<file path="config.mk">
export PLATFORM = sky130hd
export DESIGN_NAME = pmal_top
export DESIGN_NICKNAME = d
export VERILOG_FILES = /design/src/pkg/pmal_pkg.sv /design/src/verilog/pmal_top.sv
export SDC_FILE = /design/constraint.sdc
export NUM_CORES = 1
export LEC_CHECK = 0
export BUFFER_PORTS_ARGS = -buffer_cell sky130_fd_sc_hd__buf_2
export CAP_MARGIN = 0
export CORE_AREA = 2 2 150 298
export DETAILED_ROUTE_END_ITERATION = 10
export DIE_AREA = 0 0 152 300
export PLACE_DENSITY = 0.81
export SLEW_MARGIN = 20
export SYNTH_ARGS = -nofsm -noshare
export SYNTH_HDL_FRONTEND = slang
export SYNTH_SLANG_ARGS = --single-unit
</file>
<file path="constraint.sdc">
create_clock -name pclk -period 3.8 [get_ports pclk]
set_clock_uncertainty 0.1 [all_clocks]
set_input_delay 0.76 -clock pclk [delete_from_list [all_inputs] [get_ports pclk]]
set_output_delay 0.76 -clock pclk [all_outputs]
set_load 0.03 [all_outputs]
</file>
<file path="src/pkg/pmal_pkg.sv">
// Package of constants for the position-mode auxiliary logic.
package pmal_pkg;
    // APB register byte offsets.
    localparam logic [7:0] OFS_FDIV_CTRL = 8'h00;
    localparam logic [7:0] OFS_PPR = 8'h04;
    localparam logic [7:0] OFS_FLAG_CTRL = 8'h08;
    localparam logic [7:0] OFS_DONE_TH = 8'h0C;
    localparam logic [7:0] OFS_APPR_TH = 8'h10;
    localparam logic [7:0] OFS_WINDOW = 8'h14;
    localparam logic [7:0] OFS_HOLD = 8'h18;
    localparam logic [7:0] OFS_INT_SPEED = 8'h1C;
    localparam logic [7:0] OFS_INT_DIST = 8'h20;
    localparam logic [7:0] OFS_STATUS = 8'h24;
    // Field positions in the control registers.
    localparam int SRC_LSB = 0;
    localparam int PHASE_BIT = 2;
    localparam int POL_LSB = 3;
    localparam int COND_LSB = 0;
    localparam int LOCK_BIT = 2;
    // Values after reset.
    localparam logic [19:0] PPR_RST = 20'h0_2710;
    localparam logic [31:0] DONE_TH_RST = 32'h0000_0007;
    localparam logic [31:0] APPR_TH_RST = 32'h0000_FFFF;
    localparam logic [15:0] WINDOW_RST = 16'h0001;
    localparam logic [15:0] HOLD_RST = 16'h0000;
    localparam logic [12:0] INT_SPEED_RST = 13'h0000;
    localparam logic [31:0] INT_DIST_RST = 32'h0001_0000;
    // Pulse source codes and flag conditions.
    localparam logic [1:0] SRC_ENCODER = 2'h0;
    localparam logic [1:0] SRC_REFERENCE = 2'h3;
    localparam logic [1:0] COND_LEVEL = 2'h0;
    // Encoder counts per motor revolution.
    localparam logic [31:0] ENC_RES = 32'h0002_0000;
    localparam logic [16:0] ENC_LAST = 17'h1_FFFF;
    // Least pre-trigger speed for speed setting 0, in rpm.
    localparam logic [15:0] MIN_INT_RPM = 16'h000A;
    // Timing: clock period and output pulse limits.
    localparam int CLK_NS = 100;
    localparam int OC_MAX_KPPS = 200;
    localparam int OC_MIN_NS = 1000000 / OC_MAX_KPPS;
    localparam int OC_GAP_CYC = (OC_MIN_NS + CLK_NS - 1) / CLK_NS;
    localparam int MS_NS = 1000000;
    localparam int MS_CYC = MS_NS / CLK_NS;
    // Interrupt positioning states.
    typedef enum logic [2:0] {
        INT_IDLE = 3'b001,
        INT_RUN = 3'b010,
        INT_LOCK = 3'b100
    } pmal_int_e;
endpackage : pmal_pkg

</file>
<file path="src/verilog/pmal_top.sv">
// Frequency-division output, positioning flags and interrupt positioning.
`timescale 1ns/1ns
////////////////////////////////////////////////////////////////////////////////
// Overview of operation
// - Source 0 divides encoder counts into pulses_per_rev A/B pulses per revolution.
// - Encoder mode gives one index pulse per revolution, aligned with and as wide as A.
// - Phase select 0: A leads B forward, lags reverse; select 1 inverts it.
// - Differential outputs stay under 4 Mpps, open-collector index under 200 kpps.
// - Index polarity select sets differential and open-collector polarities independently.
// - Done flag asserts when deviation meets the done threshold in position mode.
// - Approach flag asserts when deviation meets the approach threshold.
// - Hold time 0 keeps the done flag until the next position reference.
// - Servo disabled forces the done and approach flags inactive.
// - A trigger runs the preset distance in the pre-trigger direction.
// - During a run all references, repeated triggers included, are dropped.
// - After the run the lock setting keeps references blocked or reopens them.
// - Run end raises the interrupt-done flag regardless of servo and trigger, and the done flag only while servo is on.
// - A trigger is honoured only if inhibit is unassigned or inactive.
// - Active cancel clears the lock and reopens references.
// - No run starts while homing is in progress.
// - Speed setting 0 uses pre-trigger speed if at least 10 rpm, else none.
// - The enable input permits or disables interrupt positioning.
// - Homing triggers are ignored during a run.
module pmal_top
    import pmal_pkg::*;
#(
    parameter int MS_TICK_CYC = MS_CYC
) (
    // Clock and reset.
    input wire logic pclk,
    input wire logic presetn,
    // APB slave.
    input wire logic psel,
    input wire logic penable,
    input wire logic pwrite,
    input wire logic [7:0] paddr,
    input wire logic [31:0] pwdata,
    output logic [31:0] prdata,
    output logic pready,
    output logic pslverr,
    // Motion feedback and reference pulses.
    input wire logic enc_step,
    input wire logic enc_dir,
    input wire logic ref_step,
    input wire logic ref_dir,
    input wire logic pos_ref_valid,
    input wire logic signed [31:0] pos_deviation,
    input wire logic [15:0] motor_speed,
    // Drive state and discrete inputs.
    input wire logic servo_on,
    input wire logic position_mode,
    input wire logic homing_active,
    input wire logic home_trigger,
    input wire logic fast_input_seven,
    input wire logic interrupt_inhibit_used,
    input wire logic interrupt_inhibit_in,
    input wire logic interrupt_cancel_in,
    input wire logic interrupt_enable_in,
    // Frequency-division outputs.
    output logic phase_a_out,
    output logic phase_b_out,
    output logic index_diff_out,
    output logic index_oc_out,
    // Flags and motion control outputs.
    output logic pos_done_flag,
    output logic approach_flag,
    output logic interrupt_done_flag,
    output logic int_run,
    output logic int_dir,
    output logic [15:0] int_speed,
    output logic ref_accept,
    output logic home_start
);
    ////////////////////////////////////////////////////////////////////////////
    // Configuration registers and APB answer.
    logic [1:0] pulse_source_sel, next_pulse_source_sel;
    logic output_phase_sel, next_output_phase_sel;
    logic [1:0] index_polarity_sel, next_index_polarity_sel;
    logic [19:0] pulses_per_rev, next_pulses_per_rev;
    logic [1:0] flag_output_condition, next_flag_output_condition;
    logic post_interrupt_lock_sel, next_post_interrupt_lock_sel;
    logic [31:0] done_threshold, next_done_threshold;
    logic [31:0] approach_threshold, next_approach_threshold;
    logic [15:0] window_ms, next_window_ms, hold_ms, next_hold_ms;
    logic [12:0] interrupt_speed_sel, next_interrupt_speed_sel;
    logic [31:0] int_distance, next_int_distance;
    logic [31:0] next_prdata;
    logic next_pready, next_pslverr;
    pmal_int_e state, next_state;

    // Decode of a byte offset into a known register.
    function automatic logic is_mapped(input logic [7:0] a);
        is_mapped = (a <= OFS_STATUS) && (a[1:0] == 2'b00);
    endfunction : is_mapped

    // Setup phase prepares the answer so the access phase completes at once.
    always_comb begin
        next_pulse_source_sel = pulse_source_sel;
        next_output_phase_sel = output_phase_sel;
        next_index_polarity_sel = index_polarity_sel;
        next_pulses_per_rev = pulses_per_rev;
        next_flag_output_condition = flag_output_condition;
        next_post_interrupt_lock_sel = post_interrupt_lock_sel;
        next_done_threshold = done_threshold;
        next_approach_threshold = approach_threshold;
        next_window_ms = window_ms;
        next_hold_ms = hold_ms;
        next_interrupt_speed_sel = interrupt_speed_sel;
        next_int_distance = int_distance;
        next_pready = psel && !penable;
        next_pslverr = psel && !penable && !is_mapped(paddr);
        next_prdata = 32'h0000_0000;
        if (psel && !penable && !pwrite) begin
            case (paddr)
                OFS_FDIV_CTRL: next_prdata = {27'h0, index_polarity_sel,
                                              output_phase_sel, pulse_source_sel};
                OFS_PPR: next_prdata = {12'h000, pulses_per_rev};
                OFS_FLAG_CTRL: next_prdata = {29'h0, post_interrupt_lock_sel,
                                              flag_output_condition};
                OFS_DONE_TH: next_prdata = done_threshold;
                OFS_APPR_TH: next_prdata = approach_threshold;
                OFS_WINDOW: next_prdata = {16'h0000, window_ms};
                OFS_HOLD: next_prdata = {16'h0000, hold_ms};
                OFS_INT_SPEED: next_prdata = {19'h0, interrupt_speed_sel};
                OFS_INT_DIST: next_prdata = int_distance;
                OFS_STATUS: next_prdata = {26'h0, state, interrupt_done_flag,
                                           approach_flag, pos_done_flag};
                default: next_prdata = 32'h0000_0000;
            endcase
        end
        // Writes land only on the completing access edge.
        if (psel && penable && pready && pwrite) begin
            case (paddr)
                OFS_FDIV_CTRL: begin
                    next_pulse_source_sel = pwdata[SRC_LSB+:2];
                    next_output_phase_sel = pwdata[PHASE_BIT];
                    next_index_polarity_sel = pwdata[POL_LSB+:2];
                end
                OFS_PPR: next_pulses_per_rev = pwdata[19:0];
                OFS_FLAG_CTRL: begin
                    next_flag_output_condition = pwdata[COND_LSB+:2];
                    next_post_interrupt_lock_sel = pwdata[LOCK_BIT];
                end
                OFS_DONE_TH: next_done_threshold = pwdata;
                OFS_APPR_TH: next_approach_threshold = pwdata;
                OFS_WINDOW: next_window_ms = pwdata[15:0];
                OFS_HOLD: next_hold_ms = pwdata[15:0];
                OFS_INT_SPEED: next_interrupt_speed_sel = pwdata[12:0];
                OFS_INT_DIST: next_int_distance = pwdata;
                default: next_int_distance = int_distance;
            endcase
        end
    end

    // Register stage of the bus slave.
    always_ff @(posedge pclk or negedge presetn) begin
        if (!presetn) begin
            pulse_source_sel <= SRC_ENCODER;
            output_phase_sel <= 1'b0;
            index_polarity_sel <= 2'h0;
            pulses_per_rev <= PPR_RST;
            flag_output_condition <= COND_LEVEL;
            post_interrupt_lock_sel <= 1'b0;
            done_threshold <= DONE_TH_RST;
            approach_threshold <= APPR_TH_RST;
            window_ms <= WINDOW_RST;
            hold_ms <= HOLD_RST;
            interrupt_speed_sel <= INT_SPEED_RST;
            int_distance <= INT_DIST_RST;
            prdata <= 32'h0000_0000;
            pready <= 1'b0;
            pslverr <= 1'b0;
        end else begin
            pulse_source_sel <= next_pulse_source_sel;
            output_phase_sel <= next_output_phase_sel;
            index_polarity_sel <= next_index_polarity_sel;
            pulses_per_rev <= next_pulses_per_rev;
            flag_output_condition <= next_flag_output_condition;
            post_interrupt_lock_sel <= next_post_interrupt_lock_sel;
            done_threshold <= next_done_threshold;
            approach_threshold <= next_approach_threshold;
            window_ms <= next_window_ms;
            hold_ms <= next_hold_ms;
            interrupt_speed_sel <= next_interrupt_speed_sel;
            int_distance <= next_int_distance;
            prdata <= next_prdata;
            pready <= next_pready;
            pslverr <= next_pslverr;
        end
    end

    ////////////////////////////////////////////////////////////////////////////
    // Frequency-division output.
    logic [31:0] div_acc, next_div_acc;
    logic [16:0] rev_pos, next_rev_pos;
    logic [1:0] gray, next_gray;
    logic idx_pend, next_idx_pend, idx_act, next_idx_act, oc_act, next_oc_act;
    logic [7:0] oc_gap, next_oc_gap;
    logic q_step, q_dir, a_new, wrap;
    logic next_a, next_b, next_zd, next_zo;

    always_comb begin
        next_div_acc = div_acc;
        next_rev_pos = rev_pos;
        next_idx_pend = idx_pend;
        q_step = 1'b0;
        q_dir = 1'b0;
        wrap = 1'b0;
        if (pulse_source_sel == SRC_ENCODER && enc_step) begin
            next_div_acc = div_acc + {10'h000, pulses_per_rev, 2'b00};
            if (next_div_acc >= ENC_RES) begin
                next_div_acc = next_div_acc - ENC_RES;
                q_step = 1'b1;
            end
            q_dir = enc_dir;
            next_rev_pos = enc_dir ? rev_pos - 17'h0_0001 : rev_pos + 17'h0_0001;
            wrap = enc_dir ? (rev_pos == 17'h0_0000) : (rev_pos == ENC_LAST);
        end else if (pulse_source_sel == SRC_REFERENCE && ref_step) begin
            q_step = 1'b1;
            q_dir = ref_dir;
        end
        // phase select flips the walk direction
        next_gray = gray;
        if (q_step) begin
            next_gray = (q_dir ^ output_phase_sel) ? gray - 2'h1 : gray + 2'h1;
        end
        // at most one quadrature edge per clock keeps under the pulse limit
        a_new = next_gray[1] ^ next_gray[0];
        // index opens on the next rising A and closes on its fall
        if (wrap) begin
            next_idx_pend = 1'b1;
        end
        next_idx_act = idx_act;
        if (pulse_source_sel != SRC_ENCODER) begin
            next_idx_pend = 1'b0;
            next_idx_act = 1'b0;
        end else if (next_idx_pend && a_new && !phase_a_out) begin
            next_idx_act = 1'b1;
            next_idx_pend = 1'b0;
        end else if (idx_act && !a_new) begin
            next_idx_act = 1'b0;
        end
        // open-collector index spaced by its own pulse-rate limit
        next_oc_gap = (oc_gap != 8'h00) ? oc_gap - 8'h01 : oc_gap;
        next_oc_act = next_idx_act && (oc_act || oc_gap == 8'h00);
        if (next_oc_act && !oc_act) begin
            next_oc_gap = 8'(OC_GAP_CYC);
        end
        next_a = a_new;
        next_b = next_gray[1];
        next_zd = next_idx_act ^ index_polarity_sel[1];
        next_zo = next_oc_act ^ index_polarity_sel[0];
    end

    // Quadrature state and pins.
    always_ff @(posedge pclk or negedge presetn) begin
        if (!presetn) begin
            div_acc <= 32'h0000_0000;
            rev_pos <= 17'h0_0000;
            gray <= 2'h0;
            idx_pend <= 1'b0;
            idx_act <= 1'b0;
            oc_act <= 1'b0;
            oc_gap <= 8'h00;
            phase_a_out <= 1'b0;
            phase_b_out <= 1'b0;
            index_diff_out <= 1'b0;
            index_oc_out <= 1'b0;
        end else begin
            div_acc <= next_div_acc;
            rev_pos <= next_rev_pos;
            gray <= next_gray;
            idx_pend <= next_idx_pend;
            idx_act <= next_idx_act;
            oc_act <= next_oc_act;
            oc_gap <= next_oc_gap;
            phase_a_out <= next_a;
            phase_b_out <= next_b;
            index_diff_out <= next_zd;
            index_oc_out <= next_zo;
        end
    end

    ////////////////////////////////////////////////////////////////////////////
    // Positioning flags and interrupt positioning.
    logic [31:0] dev_abs, remain, next_remain;
    logic [15:0] ms_div, next_ms_div, quiet_ms, next_quiet_ms, hold_cnt, next_hold_cnt;
    logic [15:0] next_int_speed;
    logic ms_tick, meet, finish, trig_prev, trigger;
    logic next_done, next_appr, next_int_done, next_int_dir, next_accept, next_home;

    always_comb begin
        dev_abs = pos_deviation[31] ? 32'(-pos_deviation) : 32'(pos_deviation);
        ms_tick = (ms_div == 16'(MS_TICK_CYC - 1));
        next_ms_div = ms_tick ? 16'h0000 : ms_div + 16'h0001;
        next_quiet_ms = quiet_ms;
        if (pos_ref_valid) begin
            next_quiet_ms = 16'h0000;
        end else if (ms_tick && quiet_ms != 16'hFFFF) begin
            next_quiet_ms = quiet_ms + 16'h0001;
        end
        // completion needs threshold, plus quiet window unless level mode
        meet = position_mode && (dev_abs <= done_threshold)
            && (flag_output_condition == COND_LEVEL || quiet_ms >= window_ms);
        finish = (state == INT_RUN) && (remain == 32'h0000_0000);
        next_done = pos_done_flag;
        next_hold_cnt = hold_cnt;
        // servo off forces both flags low
        if (!servo_on) begin
            next_done = 1'b0;
            next_hold_cnt = 16'h0000;
        end else if (finish || (meet && !pos_done_flag)) begin
            // run end also marks positioning done
            next_done = 1'b1;
            next_hold_cnt = hold_ms;
        end else if (pos_done_flag && hold_ms == 16'h0000) begin
            // zero hold keeps the flag until a new reference
            next_done = !pos_ref_valid;
        end else if (pos_done_flag && hold_cnt != 16'h0000) begin
            next_hold_cnt = ms_tick ? hold_cnt - 16'h0001 : hold_cnt;
        end else begin
            next_done = meet;
        end
        next_appr = servo_on && position_mode && (dev_abs <= approach_threshold);
        // speed 0 needs at least the minimum pre-trigger speed
        trigger = fast_input_seven && !trig_prev && position_mode && servo_on
            && interrupt_enable_in && !(interrupt_inhibit_used && interrupt_inhibit_in)
            && !homing_active
            && (interrupt_speed_sel != 13'h0000 || motor_speed >= MIN_INT_RPM);
        next_state = state;
        next_remain = remain;
        next_int_done = interrupt_done_flag;
        next_int_dir = int_dir;
        next_int_speed = int_speed;
        case (state)
            INT_IDLE: begin
                if (trigger) begin
                    next_state = INT_RUN;
                    next_remain = int_distance;
                    next_int_dir = enc_dir;
                    next_int_done = 1'b0;
                    next_int_speed = (interrupt_speed_sel == 13'h0000) ? motor_speed
                        : {3'b000, interrupt_speed_sel};
                end
            end
            INT_RUN: begin
                // lock setting picks the state after the run
                if (finish) begin
                    next_state = post_interrupt_lock_sel ? INT_LOCK : INT_IDLE;
                    next_int_done = 1'b1;
                end else if (enc_step) begin
                    next_remain = remain - 32'h0000_0001;
                end
            end
            INT_LOCK: begin
                if (interrupt_cancel_in) begin
                    next_state = INT_IDLE;
                end
            end
            default: next_state = INT_IDLE;
        endcase
        next_accept = pos_ref_valid && (state == INT_IDLE);
        // homing trigger masked during a run
        next_home = home_trigger && (state != INT_RUN);
    end

    // Flag and sequencer registers.
    always_ff @(posedge pclk or negedge presetn) begin
        if (!presetn) begin
            ms_div <= 16'h0000;
            quiet_ms <= 16'h0000;
            hold_cnt <= 16'h0000;
            remain <= 32'h0000_0000;
            trig_prev <= 1'b0;
            state <= INT_IDLE;
            pos_done_flag <= 1'b0;
            approach_flag <= 1'b0;
            interrupt_done_flag <= 1'b0;
            int_run <= 1'b0;
            int_dir <= 1'b0;
            int_speed <= 16'h0000;
            ref_accept <= 1'b0;
            home_start <= 1'b0;
        end else begin
            ms_div <= next_ms_div;
            quiet_ms <= next_quiet_ms;
            hold_cnt <= next_hold_cnt;
            remain <= next_remain;
            trig_prev <= fast_input_seven;
            state <= next_state;
            pos_done_flag <= next_done;
            approach_flag <= next_appr;
            interrupt_done_flag <= next_int_done;
            int_run <= (next_state == INT_RUN);
            int_dir <= next_int_dir;
            int_speed <= next_int_speed;
            ref_accept <= next_accept;
            home_start <= next_home;
        end
    end
endmodule : pmal_top
</file>
==> impl_results.md <==
* Area Overhead vs Synth at 27.0%
* DP Area at 0.0246 mm2
* Sink Count at 373
* Top post-synthesis cells by area: dfrtp_1 41%, mux2_2 9.0%, ha_1 7.2%, xnor2_1 3.5%, dfstp_2 3.3%
* R2r worst-path depth at 11
* CP Cell Sequence: buf_8 -> inv_6 -> ha_4 -> nand2_4 -> or3_4 -> or3_4 -> or3_4 -> nand2b_4 -> nand3b_1 -> o21ai_2 -> xnor2_2 -> ha_1 -> nand4_1 -> nor2_2 -> nand4_1 -> or3_4 -> or3_4 -> o31ai_4 -> a31oi_4 -> clkbuf_16 -> o21ai_4 -> a21oi_2
* Cell variety after synth at 85
* Leak pwr at 0.0126 uW
* Rows at 108
* Port Buffers at 167
* Number of H-tree levels at 2
* Synth Area in Adders at 0.0739
* Hold Buf Count CTS at 0
* Max Root-Sink Buffers at 3
* Post-synth top flop: dfrtp_1
* Syn Nets at 2362
* Die width at 152 um
* Final setup margin at -1.08 ns
* TritonCTS clock tree: yes
* FFs w/ async S/R, synth at 1.00
* Post-detail-place hpwl at 52.8 mm
* Placeable Area at 0.0434 mm2
* Critical Path Sink Type: flip-flop
* Gr usage total at 0.311
* Worst vdd ir at 293 uV
* Multi-input logic area at 0.0121 mm2
* RSZ-0062 raised after global routing: true
* Tmin final at 4.88 ns
* CP required at 4.10 ns
* Total wirelength of the detailed-routed design at 74.2 mm
* DR iter-0 viols at 1658
* Largest net degree at the start of global routing at 97
* Multiplexer area fraction after synthesis at 0.0948
* CP dominant cell by count: or3_4
* Fin Setup TNS at -18.76 ns
* Overflow after GRT at 0
* Vias in the first global route at 20503
* Vias at 19529
* Outcome: complete, but fails checks
* RD Place Congestion at 0.932
* Mapped Avg Cell Area at 10.0 um2
* Max stage delay cell, worst path: or3_4
* Design Area, Final at 0.0271 mm2
* I/O pins at 168
* Commonest non-fill, non-tap cell in the layout: dfrtp_1
* Power Density at 440 mW/mm2
* Count of final setup violators at 24
* Routed WL per cell at 23.7 um
* Clock Latency Late Sink at 0.56 ns
* Slew margin rel. at 0.291
* Fill count at 3360
* Final worst path period share at 1.29
* Post-Syn Instances at 2130
* Global-route wire length before repair at 111 mm
* Violated checks: design-rule violations, negative setup slack
* FF/Latch Area at 0.00937 mm2
* Commonest cells after routing, fill and taps aside: 344 x dfrtp_1, 282 x buf_4, 169 x mux2_2
* Crit Path Category: in2reg
* Mapped Area at 0.0214 mm2
* Post-DRT Antenna Nets at 0
* Synth area leader: dfrtp_1
* Critical path arrival at 5.19 ns
* DIE AREA at 0.0456 mm2
* Worst-Margin Slew at 1.06 ns
* CTS Root Cell: clkbuf_16
* CTS clock-pin slew for the worst setup and hold paths at 0.07 ns
* Vert. Die Dim at 300 um
* Critical Path Fanout Max at 8
* Hold Path Class: in2async
* XOR/XNOR share of the synthesized area at 0.0541
* Drt via density at 6.23
* Maximum clock frequency at 205 MHz
* Final Max Tran Viols at 0
* Register bit count reported by yosys at 373
* Share of cells above drive strength 1 at 0.341
* Crit path largest cell delay at 0.41 ns
* Final net count at 2785
* EDFF count, synth at 0
* Worst setup SP type: input pin
* Pre-CTS setup slack at -1.71 ns
* Synth Area in Compound Gates at 0.168
* Sequential share of the synthesized area at 0.439
* Total iterations of the first detailed-routing run at 10
* Starting Density at 0.492
* Synth Area in Simple Gates at 0.135
* DRC viols at 2
* Yosys warns at 0
* CTS Buf Count at 35
* Final hold vios at 0
* Largest family of logic cells by synthesized area: compound AO/OA/AOI/OAI gates
* Antenna violations before repair at 5
* Synth top area share at 0.405
* Max_cap viols at 0
## registers in the layout, summed over array words and instances (netlist names), 3 cells and up
signal / cells
approach_threshold: 32
hold_ms: 16
window_ms: 16
ms_div: 16
interrupt_speed_sel: 13
prdata: 32
int_speed: 16
oc_gap: 8
remain: 32
quiet_ms: 16
state: 3
done_threshold: 32
rev_pos: 17
hold_cnt: 16
pulses_per_rev: 20
div_acc: 30
int_distance: 32
## stage by stage
stage	cells	hold slack (ns)	utilization	total power, uW
floorplan	2130	0.333	-	6560
global placement	3006	0.345	0.567	7590
detailed placement	3006	0.349	0.567	7740
CTS	3110	0.0568	0.612	11700
global route	3130	0.0736	0.625	12400
finish	3133	0.0370	0.625	11900
## repair_timing
action	4_1_cts	5_1_grt
pin swaps	37	58
gates resized for setup	70	90
setup endpoints to repair	61	46
buffers inserted	39	22
cloned	2	2
## final cells by class
class | instances | share of cell area
sequential | 373 | 0.345
tap | 550 | 0.0254
antenna | 4 | 0.000369
inverter | 117 | 0.0170
multi-input combinational | 1558 | 0.446
clock buffer | 48 | 0.0364
timing repair buffer | 468 | 0.122
clock inverter | 15 | 0.00816
## synth_stat cells (10+ instances only)
cell type	n
a211oi_1	11
a21o_1	36
a21oi_1	124
a21oi_2	10
a222oi_1	21
a22oi_1	52
a31oi_1	21
and2_1	11
and3_1	24
buf_1	17
clkbuf_1	61
dfrtp_1	346
dfstp_2	27
ha_1	123
inv_1	117
mux2_2	171
mux2i_1	10
nand2_1	171
nand2b_1	20
nand3_1	32
nand3b_1	11
nand4_1	26
nor2_1	121
nor2b_1	14
nor3_1	44
nor4_1	30
o211a_1	10
o21a_1	18
o21ai_0	133
o21ai_1	17
o31ai_1	17
or3_1	21
xnor2_1	85
xor2_1	47
## kinds of logic (layout without fill, tap and decap cells)
kind of cell | after synthesis | after routing
AOI/OAI and AO/OA | 547 | 549
xor gates and xnor gates | 132 | 132
adders and majority gates | 125 | 125
buffers and inverters | 201 | 648
DFF | 373 | 373
muxes | 181 | 181
other | 0 | 4
and+or+nand+nor | 571 | 571
## critical path: cells and delay by family
family,cells,cell delay [ns]
buffers and inverters,3,0.40
and+or+nand+nor,11,2.76
adders and majority gates,2,0.45
AOI/OAI and AO/OA,5,0.69
xor gates and xnor gates,1,0.11
## routing by layer
| metal | routed length, um | global-route usage |
|---|---|---|
| met2 | 37700 | 0.553 |
| met5 | 36 | 0 |
| met1 | 23800 | 0.299 |
| met4 | 8580 | 0.304 |
| met3 | 4060 | 0.0499 |
## path summary, 6_finish.rpt
| check | endpoint | startpoint | slack, ns |
|---|---|---|---|
| worst max-delay path | hold_cnt[6] | pos_deviation[1] | -1.08 |
| worst min-delay path | int_speed[10] | presetn | 0.04 |
| worst max register to register | hold_cnt[6] | hold_cnt[6] | -0.41 |
| worst min register to register | ms_div[15] | ms_div[15] | 0.36 |
| max in group asynchronous | pulses_per_rev[18] | presetn | 2.61 |
| min in group pclk | trig_prev | fast_input_seven | 0.22 |
## power breakdown
part | total, uW | switching (uW) | internal, uW
Sequential | 4770 | 428 | 4340
Combinational | 3370 | 1820 | 1550
Clock | 3800 | 1620 | 2180
No activity file was read; power rests on OpenSTA's default activity.
